--- src/hw/spimsp_pkg.sv ---
package spimsp_pkg;
   // Register byte addresses (one 32-bit word each)
   localparam logic [3:0] SPIMSP_OFS_CTRL = 4'h0;
   localparam logic [3:0] SPIMSP_OFS_STAT = 4'h4;
   localparam logic [3:0] SPIMSP_OFS_DATA = 4'h8;
   // Control register fields
   localparam int SPIMSP_C_IRQEN  = 7;
   localparam int SPIMSP_C_EN     = 6;
   localparam int SPIMSP_C_LSBF   = 5;
   localparam int SPIMSP_C_MASTER_SELECT_BIT   = 4;
   localparam int SPIMSP_C_CLOCK_IDLE_LEVEL   = 3;
   localparam int SPIMSP_C_CLOCK_SAMPLE_PHASE   = 2;
   localparam int SPIMSP_C_RATEHI = 1;
   localparam int SPIMSP_C_RATELO = 0;
   // Status register fields
   localparam int SPIMSP_S_DONE   = 7;
   localparam int SPIMSP_S_CLASH  = 6;
   localparam int SPIMSP_S_DBL    = 0;
   // Reset values
   localparam logic [7:0] SPIMSP_CTRL_RST = 8'h00;
   localparam logic [7:0] SPIMSP_DATA_RST = 8'h00;
   // Byte shape
   localparam int         SPIMSP_BITS      = 8;
   localparam logic [3:0] SPIMSP_LAST_EDGE = 4'hF;
   localparam logic [3:0] SPIMSP_BYTE_CNT  = 4'h8;
   // Half SCK periods in system clocks, normal rate (/4,/16,/64,/128)
   localparam logic [6:0] SPIMSP_HALF_N0 = 7'h02;
   localparam logic [6:0] SPIMSP_HALF_N1 = 7'h08;
   localparam logic [6:0] SPIMSP_HALF_N2 = 7'h20;
   localparam logic [6:0] SPIMSP_HALF_N3 = 7'h40;
   // Half SCK periods, double rate (/2,/8,/32,/64)
   localparam logic [6:0] SPIMSP_HALF_D0 = 7'h01;
   localparam logic [6:0] SPIMSP_HALF_D1 = 7'h04;
   localparam logic [6:0] SPIMSP_HALF_D2 = 7'h10;
   localparam logic [6:0] SPIMSP_HALF_D3 = 7'h20;

   typedef enum logic {SPIMSP_IDLE, SPIMSP_XFER} spimsp_state_e;
endpackage

--- src/hw/spimsp_top.sv ---
`timescale 1ns/100ps
// What this block does
// Slave: select always input; low activates, MISO drives only if enabled.
// Slave: select high resets bit counter and drops partial byte.
// Master with select as output: pin is plain output, no effect.
// Master with select input driven low: clear master bit, become slave.
// That event also sets the done flag, raising interrupt if enabled.
// Software must set master bit again after demotion.
// Data driven on one SCK edge, sampled on the opposite edge.
// Four modes from idle level and phase select sample edges.
// Idle level one rests SCK high; zero rests it low.
// Phase zero samples leading edge; phase one samples trailing edge.
// Bit order one sends LSB first; zero sends MSB first.
// Nothing happens unless the port enable bit is set.
// Interrupt when done flag, done enable and global enable all set.
// Master SCK divisors 4,16,64,128 or 2,8,32,64 with double rate.
// Rate bits have no effect in slave mode.
// Done flag set when a byte transfer completes.
// Done clears on vector, or status read then data access.
// Data write while busy sets clash flag; cleared by status read then data access.
// Status bits 5 to 1 read as zero.
// Double rate gives shortest master SCK period of two clocks.
// External master keeps SCK at or below a quarter system clock.
// Data write starts a byte; data read returns receive buffer.
// Master shifts exactly eight bits, then stops and sets done.
// Transmit single buffered; receive buffer overwritten by next byte.
// External master keeps each SCK phase over two system clocks.
// Write during transfer leaves shift register and byte untouched.
module spimsp_top
   import spimsp_pkg::*;
(
   // Clock and reset
   input  wire logic        i_core_clk,
   input  wire logic        i_rst_n,
   // Avalon-MM slave
   input  wire logic [3:0]  i_avs_address,
   input  wire logic        i_avs_read,
   input  wire logic        i_avs_write,
   input  wire logic [31:0] i_avs_writedata,
   output logic      [31:0] o_avs_readdata,
   output logic             o_avs_waitrequest,
   // Pin direction choices and global interrupt enable
   input  wire logic        i_sck_dir,
   input  wire logic        i_mosi_dir,
   input  wire logic        i_miso_dir,
   input  wire logic        i_ss_dir,
   input  wire logic        i_ss_gpo,
   input  wire logic        i_global_irq_en,
   input  wire logic        i_irq_vector_ack,
   output logic             o_irq,
   // SPI pins
   input  wire logic        i_sck_i,
   output logic             o_sck_o,
   output logic             o_sck_oe,
   input  wire logic        i_mosi_i,
   output logic             o_mosi_o,
   output logic             o_mosi_oe,
   input  wire logic        i_miso_i,
   output logic             o_miso_o,
   output logic             o_miso_oe,
   input  wire logic        i_ss_i,
   output logic             o_ss_o,
   output logic             o_ss_oe
);

   typedef struct packed {
      logic          waitreq;
      logic [31:0]   rdata;
      logic [7:0]    ctrl;
      logic          dbl;
      logic          done;
      logic          clash;
      logic          arm;
      logic [7:0]    shreg;
      logic [7:0]    rxbuf;
      logic          tx;
      logic [3:0]    bitcnt;
      logic [3:0]    edge_idx;
      logic [6:0]    divcnt;
      spimsp_state_e state;
      logic          sck;
      logic          sck_prev;
      logic          sck_oe;
      logic          mosi_oe;
      logic          miso_oe;
      logic          ss_o;
      logic          ss_oe;
      logic          irq;
   } spimsp_regs_s;

   spimsp_regs_s q;
   spimsp_regs_s d;

   // divisor table
   function automatic logic [6:0] half_period(input logic dbl,
                                              input logic [1:0] rate);
      logic [6:0] h;
      h = SPIMSP_HALF_N0;
      case ({dbl, rate})
         3'b000: h = SPIMSP_HALF_N0;
         3'b001: h = SPIMSP_HALF_N1;
         3'b010: h = SPIMSP_HALF_N2;
         3'b011: h = SPIMSP_HALF_N3;
         3'b100: h = SPIMSP_HALF_D0;
         3'b101: h = SPIMSP_HALF_D1;
         3'b110: h = SPIMSP_HALF_D2;
         default: h = SPIMSP_HALF_D3;
      endcase
      return h;
   endfunction

   // outgoing bit position
   function automatic logic out_bit(input logic lsbf, input logic [7:0] s);
      return lsbf ? s[0] : s[SPIMSP_BITS-1];
   endfunction

   function automatic logic [7:0] shift_in(input logic lsbf,
                                           input logic [7:0] s,
                                           input logic b);
      return lsbf ? {b, s[7:1]} : {s[6:0], b};
   endfunction

   logic       en;
   logic       master_select_bit;
   logic       lsbf;
   logic       clock_idle_level;
   logic       clock_sample_phase;
   logic       req;
   logic       acc;
   logic       busy;
   logic       mode_fault;
   logic       sck_rise;
   logic       sck_fall;
   logic       lead;
   logic       trail;
   logic       s_sample;
   logic       s_setup;
   logic       slave_on;
   logic [6:0] half;

   always_comb begin
      d          = q;
      en         = q.ctrl[SPIMSP_C_EN];
      master_select_bit       = q.ctrl[SPIMSP_C_MASTER_SELECT_BIT];
      lsbf       = q.ctrl[SPIMSP_C_LSBF];
      clock_idle_level       = q.ctrl[SPIMSP_C_CLOCK_IDLE_LEVEL];
      clock_sample_phase       = q.ctrl[SPIMSP_C_CLOCK_SAMPLE_PHASE];
      half       = half_period(q.dbl,
                               q.ctrl[SPIMSP_C_RATEHI:SPIMSP_C_RATELO]);
      req        = i_avs_read | i_avs_write;
      // Request completes on the edge where waitrequest is seen low
      acc        = req & ~q.waitreq;
      busy       = (q.state == SPIMSP_XFER) | (q.bitcnt != 4'h0);
      // select input pulled low while master
      mode_fault = en & master_select_bit & ~i_ss_dir & ~i_ss_i;
      // Pins are synchronous, so one stage is enough for edge finding
      sck_rise   = i_sck_i & ~q.sck_prev;
      sck_fall   = ~i_sck_i & q.sck_prev;
      // leading edge direction follows idle level
      lead       = clock_idle_level ? sck_fall : sck_rise;
      trail      = clock_idle_level ? sck_rise : sck_fall;
      // slave active only while select is low
      slave_on   = en & ~master_select_bit & ~i_ss_i;
      // sample and setup on opposite edges
      s_sample   = slave_on & (clock_sample_phase ? trail : lead);
      s_setup    = slave_on & (clock_sample_phase ? lead : trail);

      d.sck_prev = i_sck_i;

      // Bus handshake: one wait cycle per access
      d.waitreq = ~(req & q.waitreq);
      if (req & q.waitreq) begin
         d.rdata = 32'h0000_0000;
         case (i_avs_address)
            SPIMSP_OFS_CTRL: d.rdata[7:0] = q.ctrl;
            // reserved status bits zero
            SPIMSP_OFS_STAT: begin
               d.rdata[SPIMSP_S_DONE]  = q.done;
               d.rdata[SPIMSP_S_CLASH] = q.clash;
               d.rdata[SPIMSP_S_DBL]   = q.dbl;
            end
            // read returns receive buffer
            SPIMSP_OFS_DATA: d.rdata[7:0] = q.rxbuf;
            default: d.rdata = 32'h0000_0000;
         endcase
      end

      // status read arms, data access clears
      if (acc & i_avs_read & (i_avs_address == SPIMSP_OFS_STAT)
          & (q.done | q.clash)) begin
         d.arm = 1'b1;
      end
      if (acc & (i_avs_address == SPIMSP_OFS_DATA) & q.arm) begin
         d.arm   = 1'b0;
         d.done  = 1'b0;
         d.clash = 1'b0;
      end
      // vector fetch clears done
      if (i_irq_vector_ack) begin
         d.done = 1'b0;
      end

      if (acc & i_avs_write) begin
         case (i_avs_address)
            SPIMSP_OFS_CTRL: d.ctrl = i_avs_writedata[7:0];
            SPIMSP_OFS_STAT: d.dbl  = i_avs_writedata[SPIMSP_S_DBL];
            SPIMSP_OFS_DATA: begin
               if (busy) begin
                  // flag only, byte untouched
                  d.clash = 1'b1;
               end else begin
                  // load and start
                  d.shreg = i_avs_writedata[7:0];
                  d.tx    = out_bit(lsbf, i_avs_writedata[7:0]);
                  if (en & master_select_bit) begin
                     d.state    = SPIMSP_XFER;
                     d.divcnt   = 7'h00;
                     d.edge_idx = 4'h0;
                     d.bitcnt   = 4'h0;
                  end
               end
            end
            default: d.ctrl = q.ctrl;
         endcase
      end

      case (q.state)
         SPIMSP_IDLE: begin
            // SCK rests at idle level
            d.sck = clock_idle_level;
         end
         SPIMSP_XFER: begin
            if (q.divcnt == half - 7'h01) begin
               d.divcnt   = 7'h00;
               d.sck      = ~q.sck;
               d.edge_idx = q.edge_idx + 4'h1;
               if (q.edge_idx[0] == clock_sample_phase) begin
                  // master samples MISO
                  d.shreg  = shift_in(lsbf, q.shreg, i_miso_i);
                  d.bitcnt = q.bitcnt + 4'h1;
                  if (q.bitcnt == SPIMSP_BYTE_CNT - 4'h1) begin
                     // receive buffer overwritten
                     d.rxbuf = shift_in(lsbf, q.shreg, i_miso_i);
                  end
               end else begin
                  d.tx = out_bit(lsbf, q.shreg);
               end
               // stop after sixteen edges
               if (q.edge_idx == SPIMSP_LAST_EDGE) begin
                  d.state  = SPIMSP_IDLE;
                  d.bitcnt = 4'h0;
                  // byte complete
                  d.done   = 1'b1;
               end
            end else begin
               d.divcnt = q.divcnt + 7'h01;
            end
         end
         default: d.state = SPIMSP_IDLE;
      endcase

      // slave logic ignores rate bits
      if (slave_on) begin
         if (s_sample) begin
            d.shreg  = shift_in(lsbf, q.shreg, i_mosi_i);
            d.bitcnt = q.bitcnt + 4'h1;
            if (q.bitcnt == SPIMSP_BYTE_CNT - 4'h1) begin
               d.rxbuf  = shift_in(lsbf, q.shreg, i_mosi_i);
               d.bitcnt = 4'h0;
               // slave byte complete
               d.done   = 1'b1;
            end
         end else if (s_setup) begin
            d.tx = out_bit(lsbf, q.shreg);
         end else if ((q.bitcnt == 4'h0) & ~clock_sample_phase) begin
            // First bit must already stand before the leading edge
            d.tx = out_bit(lsbf, q.shreg);
         end
      end else if (~master_select_bit) begin
         // select high drops partial byte
         d.bitcnt = 4'h0;
      end

      if (mode_fault) begin
         // demote to slave
         d.ctrl[SPIMSP_C_MASTER_SELECT_BIT] = 1'b0;
         d.state  = SPIMSP_IDLE;
         d.bitcnt = 4'h0;
         d.sck    = clock_idle_level;
         // fault sets done
         d.done   = 1'b1;
      end

      // disabled port does nothing
      if (~en) begin
         d.state  = SPIMSP_IDLE;
         d.bitcnt = 4'h0;
         d.sck    = clock_idle_level;
      end

      // pin directions
      d.sck_oe  = en & master_select_bit & ~mode_fault & i_sck_dir;
      d.mosi_oe = en & master_select_bit & ~mode_fault & i_mosi_dir;
      d.miso_oe = slave_on & i_miso_dir;
      // select as general output in master
      d.ss_o    = i_ss_gpo;
      d.ss_oe   = i_ss_dir & ~(en & ~master_select_bit);
      // interrupt request
      d.irq     = d.done & d.ctrl[SPIMSP_C_IRQEN] & i_global_irq_en;
   end

   always_ff @(posedge i_core_clk or negedge i_rst_n) begin
      if (!i_rst_n) begin
         q          <= '0;
         q.waitreq  <= 1'b1;
         q.ctrl     <= SPIMSP_CTRL_RST;
         q.shreg    <= SPIMSP_DATA_RST;
         q.rxbuf    <= SPIMSP_DATA_RST;
         q.state    <= SPIMSP_IDLE;
      end else begin
         q <= d;
      end
   end

   assign o_avs_readdata    = q.rdata;
   assign o_avs_waitrequest = q.waitreq;
   assign o_irq             = q.irq;
   assign o_sck_o           = q.sck;
   assign o_sck_oe          = q.sck_oe;
   assign o_mosi_o          = q.tx;
   assign o_mosi_oe         = q.mosi_oe;
   assign o_miso_o          = q.tx;
   assign o_miso_oe         = q.miso_oe;
   assign o_ss_o            = q.ss_o;
   assign o_ss_oe           = q.ss_oe;

endmodule // spimsp_top

--- config.mk ---
export PLATFORM = sky130hd
export DESIGN_NAME = spimsp_top
export DESIGN_NICKNAME = d
export VERILOG_FILES = /design/src/hw/spimsp_pkg.sv /design/src/hw/spimsp_top.sv
export SDC_FILE = /design/constraint.sdc
export NUM_CORES = 1
export LEC_CHECK = 0
export ABC_AREA = 1
export CAP_MARGIN = 5
export CORE_UTILIZATION = 50
export CTS_BUF_LIST = sky130_fd_sc_hd__clkbuf_2 sky130_fd_sc_hd__clkbuf_4 sky130_fd_sc_hd__clkbuf_8
export DETAILED_ROUTE_END_ITERATION = 16
export DONT_BUFFER_PORTS = 1
export GPL_TIMING_DRIVEN = 0
export PLACE_DENSITY = 0.62
export SYNTH_ARGS = -nofsm -noshare
export SYNTH_HDL_FRONTEND = slang
export SYNTH_SLANG_ARGS = --single-unit
--- constraint.sdc ---
create_clock -name i_core_clk -period 6.65 [get_ports i_core_clk]
set_clock_uncertainty 0.1 [all_clocks]
set_input_delay 0.9975 -clock i_core_clk [delete_from_list [all_inputs] [get_ports i_core_clk]]
set_output_delay 0.9975 -clock i_core_clk [all_outputs]
set_load 0.05 [all_outputs]
Word level (Yosys, flattened, before mapping)
Cells that the tools add are included.
{"block": "classes", "n_addsub": 4, "reduce_logical": 14, "eq_ne": 13, "n_mux": 61, "n_bitwise": 40}
{"op": "17-bit two-way mux", "n": 4}
{"op": "8-bit two-way mux", "n": 8}
{"op": "16-bit two-way mux", "n": 3}
{"op": "7-bit case mux with 6 select lines", "n": 1}
{"op": "33-bit two-way mux", "n": 1}
{"op": "4-bit two-way mux", "n": 8}
{"op": "1-bit AND", "n": 25}
{"op": "1-bit two-way mux", "n": 25}
{"op": "25-bit two-way mux", "n": 1}
{"op": "1-bit NOT", "n": 12}
{"op": "2-bit nonzero test", "n": 6}
{"op": "5-bit case mux with 2 select lines", "n": 1}
{"op": "3-bit == test, second input constant", "n": 3}
{"op": "9-bit two-way mux", "n": 1}
{"op": "4-bit by 1-bit adder with 4-bit output, second input constant", "n": 2}
{"op": "4-bit by 3-bit == test with 1-bit output, second input constant", "n": 2}
{"op": "4-bit == test, second input constant", "n": 2}
{"op": "4-bit zero test", "n": 2}
{"op": "7-bit by 1-bit adder with 7-bit output, second input constant", "n": 1}
{"op": "7-bit == test", "n": 1}
{"op": "7-bit two-way mux", "n": 1}
{"op": "7-bit by 1-bit subtractor with 7-bit output, second input constant", "n": 1}
{"op": "2-bit two-way mux", "n": 3}
{"op": "2-bit case mux with 3 select lines", "n": 1}
{"op": "13 further kinds", "n": 17}
{"block": "word_totals", "regBits": 62, "out_inout_bits": 42, "word_cells": 156}

Logic depth before layout (Yosys ltp)
{"block": "depth", "depth_word": 17, "ltp_mapped": 19}

Least setup slack after synthesis
OpenSTA, ideal clock, no wires.
{"block": "synth_timing", "kind": "input to register", "startpoint": "in i_avs_address[1]", "endpoint": "reg q[33] in the netlist's numbering", "setup_time_ns": 0.131, "cell_stages": 11, "slack_ns": 4.259, "t_arrival_ns": 2.160, "n_path_buf": 0, "required_time_ns": 6.419, "path_cell_list": "or2_1 -> nor2_1 -> nand2_1 -> nor2_1 -> inv_1 -> nor2_4 -> inv_2 -> o21ai_1 -> nand2_1 -> o21ai_0 -> o21ai_1"}
{"element": "start: declaration", "line": "spimsp_top.sv:36", "rtl": "input wire logic [3:0] i_avs_address,"}
{"element": "end: declaration", "line": "spimsp_top.sv:91", "rtl": "spimsp_regs_s q;"}

==> metrics.md <==
| Metric | Value |
|---|---|
| CTS max path bufs | 2 |
| Avg Cell Area, Syn | 7.368 µm² |
| Setup bufs post-CTS | 0 |
| Register area | 0.001553 mm² |
| Worst setup path start | q[46] |
| Reg-to-Reg Start | q[46] |
| Layout net count | 613 |
| Final core utilization | 58.10% |
| Worst-path maximum fanout | 10 |
| CTS H-tree lvls | 3 |
| Ys async rst share | 100.0% |
| Pin count of the biggest net entering global routing | 63 |
| Hold Buf Count CTS | 0 |
| Site row count | 31 |
| Die H | 89.79 µm |
| Synth unique cells | 42 |
| Total CTS buffers | 9 |
| Root Driver | clkbuf_8 |
| Synth Cell Area | 0.003854 mm² |
| Setup TNS | 0 ps |
| Period minus WS final | 2576 ps |
| Clock slew at reported path FFs | 70 ps |
| Max VDD drop | 0.0001854 V |
| Total power draw | 1.329 mW |
| Diodes inserted | 0 |
| CP Capture Type | flop |
| Initial DRC count | 164 |
| CP required | 6800 ps |
| Min-Delay Path Class | input port to async pin |
| Layout cells sized above 1 | 15.30% |
| Post-Syn Instances | 523 |
| Number of I/O port buffers | 0 |
| F_max | 388.3 MHz |
| Fillers | 726 |
| DRT antenna net count | 0 |
| CP Launch Type | flop |
| Clock sink total | 62 |
| Core ar. | 0.007370 mm² |
| Worst Tran Pin Value | 501.9 ps |
| Outcome | finished clean |
| Crit-path max cell delay | 380 ps |
| Routed wire length | 8623 µm |
| Vias in the first global route | 3000 |
| Synth area leaders | dfrtp_1 (40%), nand2_1 (14%), buf_4 (6.4%), inv_1 (6.2%), o21ai_0 (5.2%) |
| CP most frequent cell | nand2_1 |
| Most frequent cells in the layout | nand2_1 (148), inv_1 (64), dfrtp_1 (61) |
| Post-CTS sizing | 0 |
| Slowest CP cell | dfrtp_1 |
| Initial core utilization | 52.29% |
| Via/cell ratio | 4.973 |
| WL/cell | 13.05 µm |
| Post-DP HPWL | 6547 µm |
| Synthesis-stage register bit count | 62 |
| Sequential area share after synthesis | 40.29% |
| Most common cell after layout, fill and taps aside | nand2_1 |
| Crit Path Class | flop to flop |
| Drt pass-1 iters | 4 |
| RSZ-0062 raised after global routing | no |
| Multi-input combinational cell area | 0.001802 mm² |
| R2R cell count | 18 |
| Clk_lat worst skew | 350 ps |
| TritonCTS clock tree | built |
| Number of antenna violations at the first check in global routing | 0 |
| Synth area leader | dfrtp_1 |
| Power density over cell area | 310.5 mW/mm² |
| GPL Wtd Cong | 0.8516 |
| Endpoints failing hold | 0 |
| P&R area growth vs syn | 11.10% |
| Total gr overflow | 0 |
| Leak | 2.257 nW |
| Top_reg_cell synth | dfrtp_1 |
| # IOs | 93 |
| DIE AREA | 0.008062 mm² |
| Vias | 3287 |
| Final period util | 38.73% |
| Crit path cell chain | buf_6 -> nor2_2 -> nand2_1 -> ha_1 -> inv_1 -> nand2_1 -> nand2_1 -> nor2_1 -> nand3_1 -> nor2_1 -> nand2_1 -> nor2_4 -> nand3_4 -> nand2_4 -> nand2_2 -> buf_6 -> nand2_2 -> o21ai_2 |
| Number of enable flip-flop cells after synthesis | 0 |
| Endpoints failing setup | 0 |
| # Max-Cap Violations | 0 |
| Synth warnings | 0 |
| GRT Overall Usage | 22.70% |
| Share of the synthesized area in the top cell type | 39.61% |
| WP data arrival | 2720 ps |
| DRC | 0 |
| Slew headroom | 66.54% |
| First-pass GRT wire length | 14510 µm |
| Pins Over Slew Limit | 0 |
| Die W | 89.79 µm |
## metrics by stage
step / instance area (µm²) / hold slack (ps) / setup slack, ps / std cells
floorplan: 3940 / 335.9 / 4259 / 546
global placement: 4064 / 356.8 / 3913 / 645
detailed placement: 4064 / 369.8 / 3930 / 645
CTS: 4282 / 215.7 / 4062 / 661
global route: 4282 / 217.3 / 3918 / 661
finish: 4282 / 231.2 / 4074 / 661
## synth_stat cells, drive strengths merged, types with 7 or more instances
cell type / number
inv: 68
dfrtp: 61
o22ai: 7
a21oi: 21
nand2: 156
nor2: 38
buf: 39
o21ai: 50
nand3: 31
## critical path, delay by kind of cell, from the launching register on
family / cells / cell delay (ps)
AND/OR/NAND/NOR: 13 / 1290
AO/OA/AOI/OAI: 1 / 40
buffers and inverters: 3 / 350
adder cells (fa/ha/maj): 1 / 300
flip-flops: 1 / 380
## final cells by class
| cell class | count | area share [%] |
|---|---|---|
| clock buffer | 10 | 3.068 |
| buffer | 45 | 7.627 |
| multi-input combinational | 370 | 42.08 |
| tap | 99 | 2.893 |
| sequential | 62 | 36.27 |
| inverter | 69 | 6.049 |
| clock inverter | 6 | 2.016 |
## metal layers
metal	part of all wire [%]	wire [µm]	track usage (%)
met1	49	4187	31.06
met2	45	3859	35.64
met3	5.8	503	5.161
met4	0.85	73	7.377
met5	0	0	0
## sequential cells by signal (all words and copies together) (netlist names)
register and cells:
q 40, o_avs_readdata 8, clock_idle_level 1, clock_sample_phase 1, en 1, lsbf 1, master_select_bit 1, o_avs_waitrequest 1
o_irq 1, o_miso_o 1, o_miso_oe 1, o_mosi_oe 1, o_sck_o 1, o_sck_oe 1, o_ss_o 1, o_ss_oe 1
## report_power, final
| group | internal [mW] | switching, mW |
|---|---|---|
| Combinational | 0.149 | 0.281 |
| Sequential | 0.443 | 0.0860 |
| Clock | 0.214 | 0.156 |
| Total | 0.806 | 0.524 |
## path summary, 6_finish.rpt
check	to	slack, ps
min in group i_core_clk	q[19]	380
max in group asynchronous	o_avs_waitrequest	6040
worst min register to register	q[19]	380
worst max register to register	q[30]	4070
worst min-delay path	q[14]	230
worst max-delay path	q[30]	4070
## kinds of logic (layout without fill, tap and decap cells)
kind of cell / after synthesis / in the layout / synth area share (%)
other: 1 / 24 / 0.09731
buffers and inverters: 114 / 130 / 15.19
AO/OA/AOI/OAI: 91 / 91 / 13.38
adder cells (fa/ha/maj): 5 / 5 / 1.623
AND/OR/NAND/NOR: 241 / 241 / 27.37
flip-flops: 62 / 62 / 40.29
XOR/XNOR: 9 / 9 / 2.046
Power figures use the tool's default switching activity.
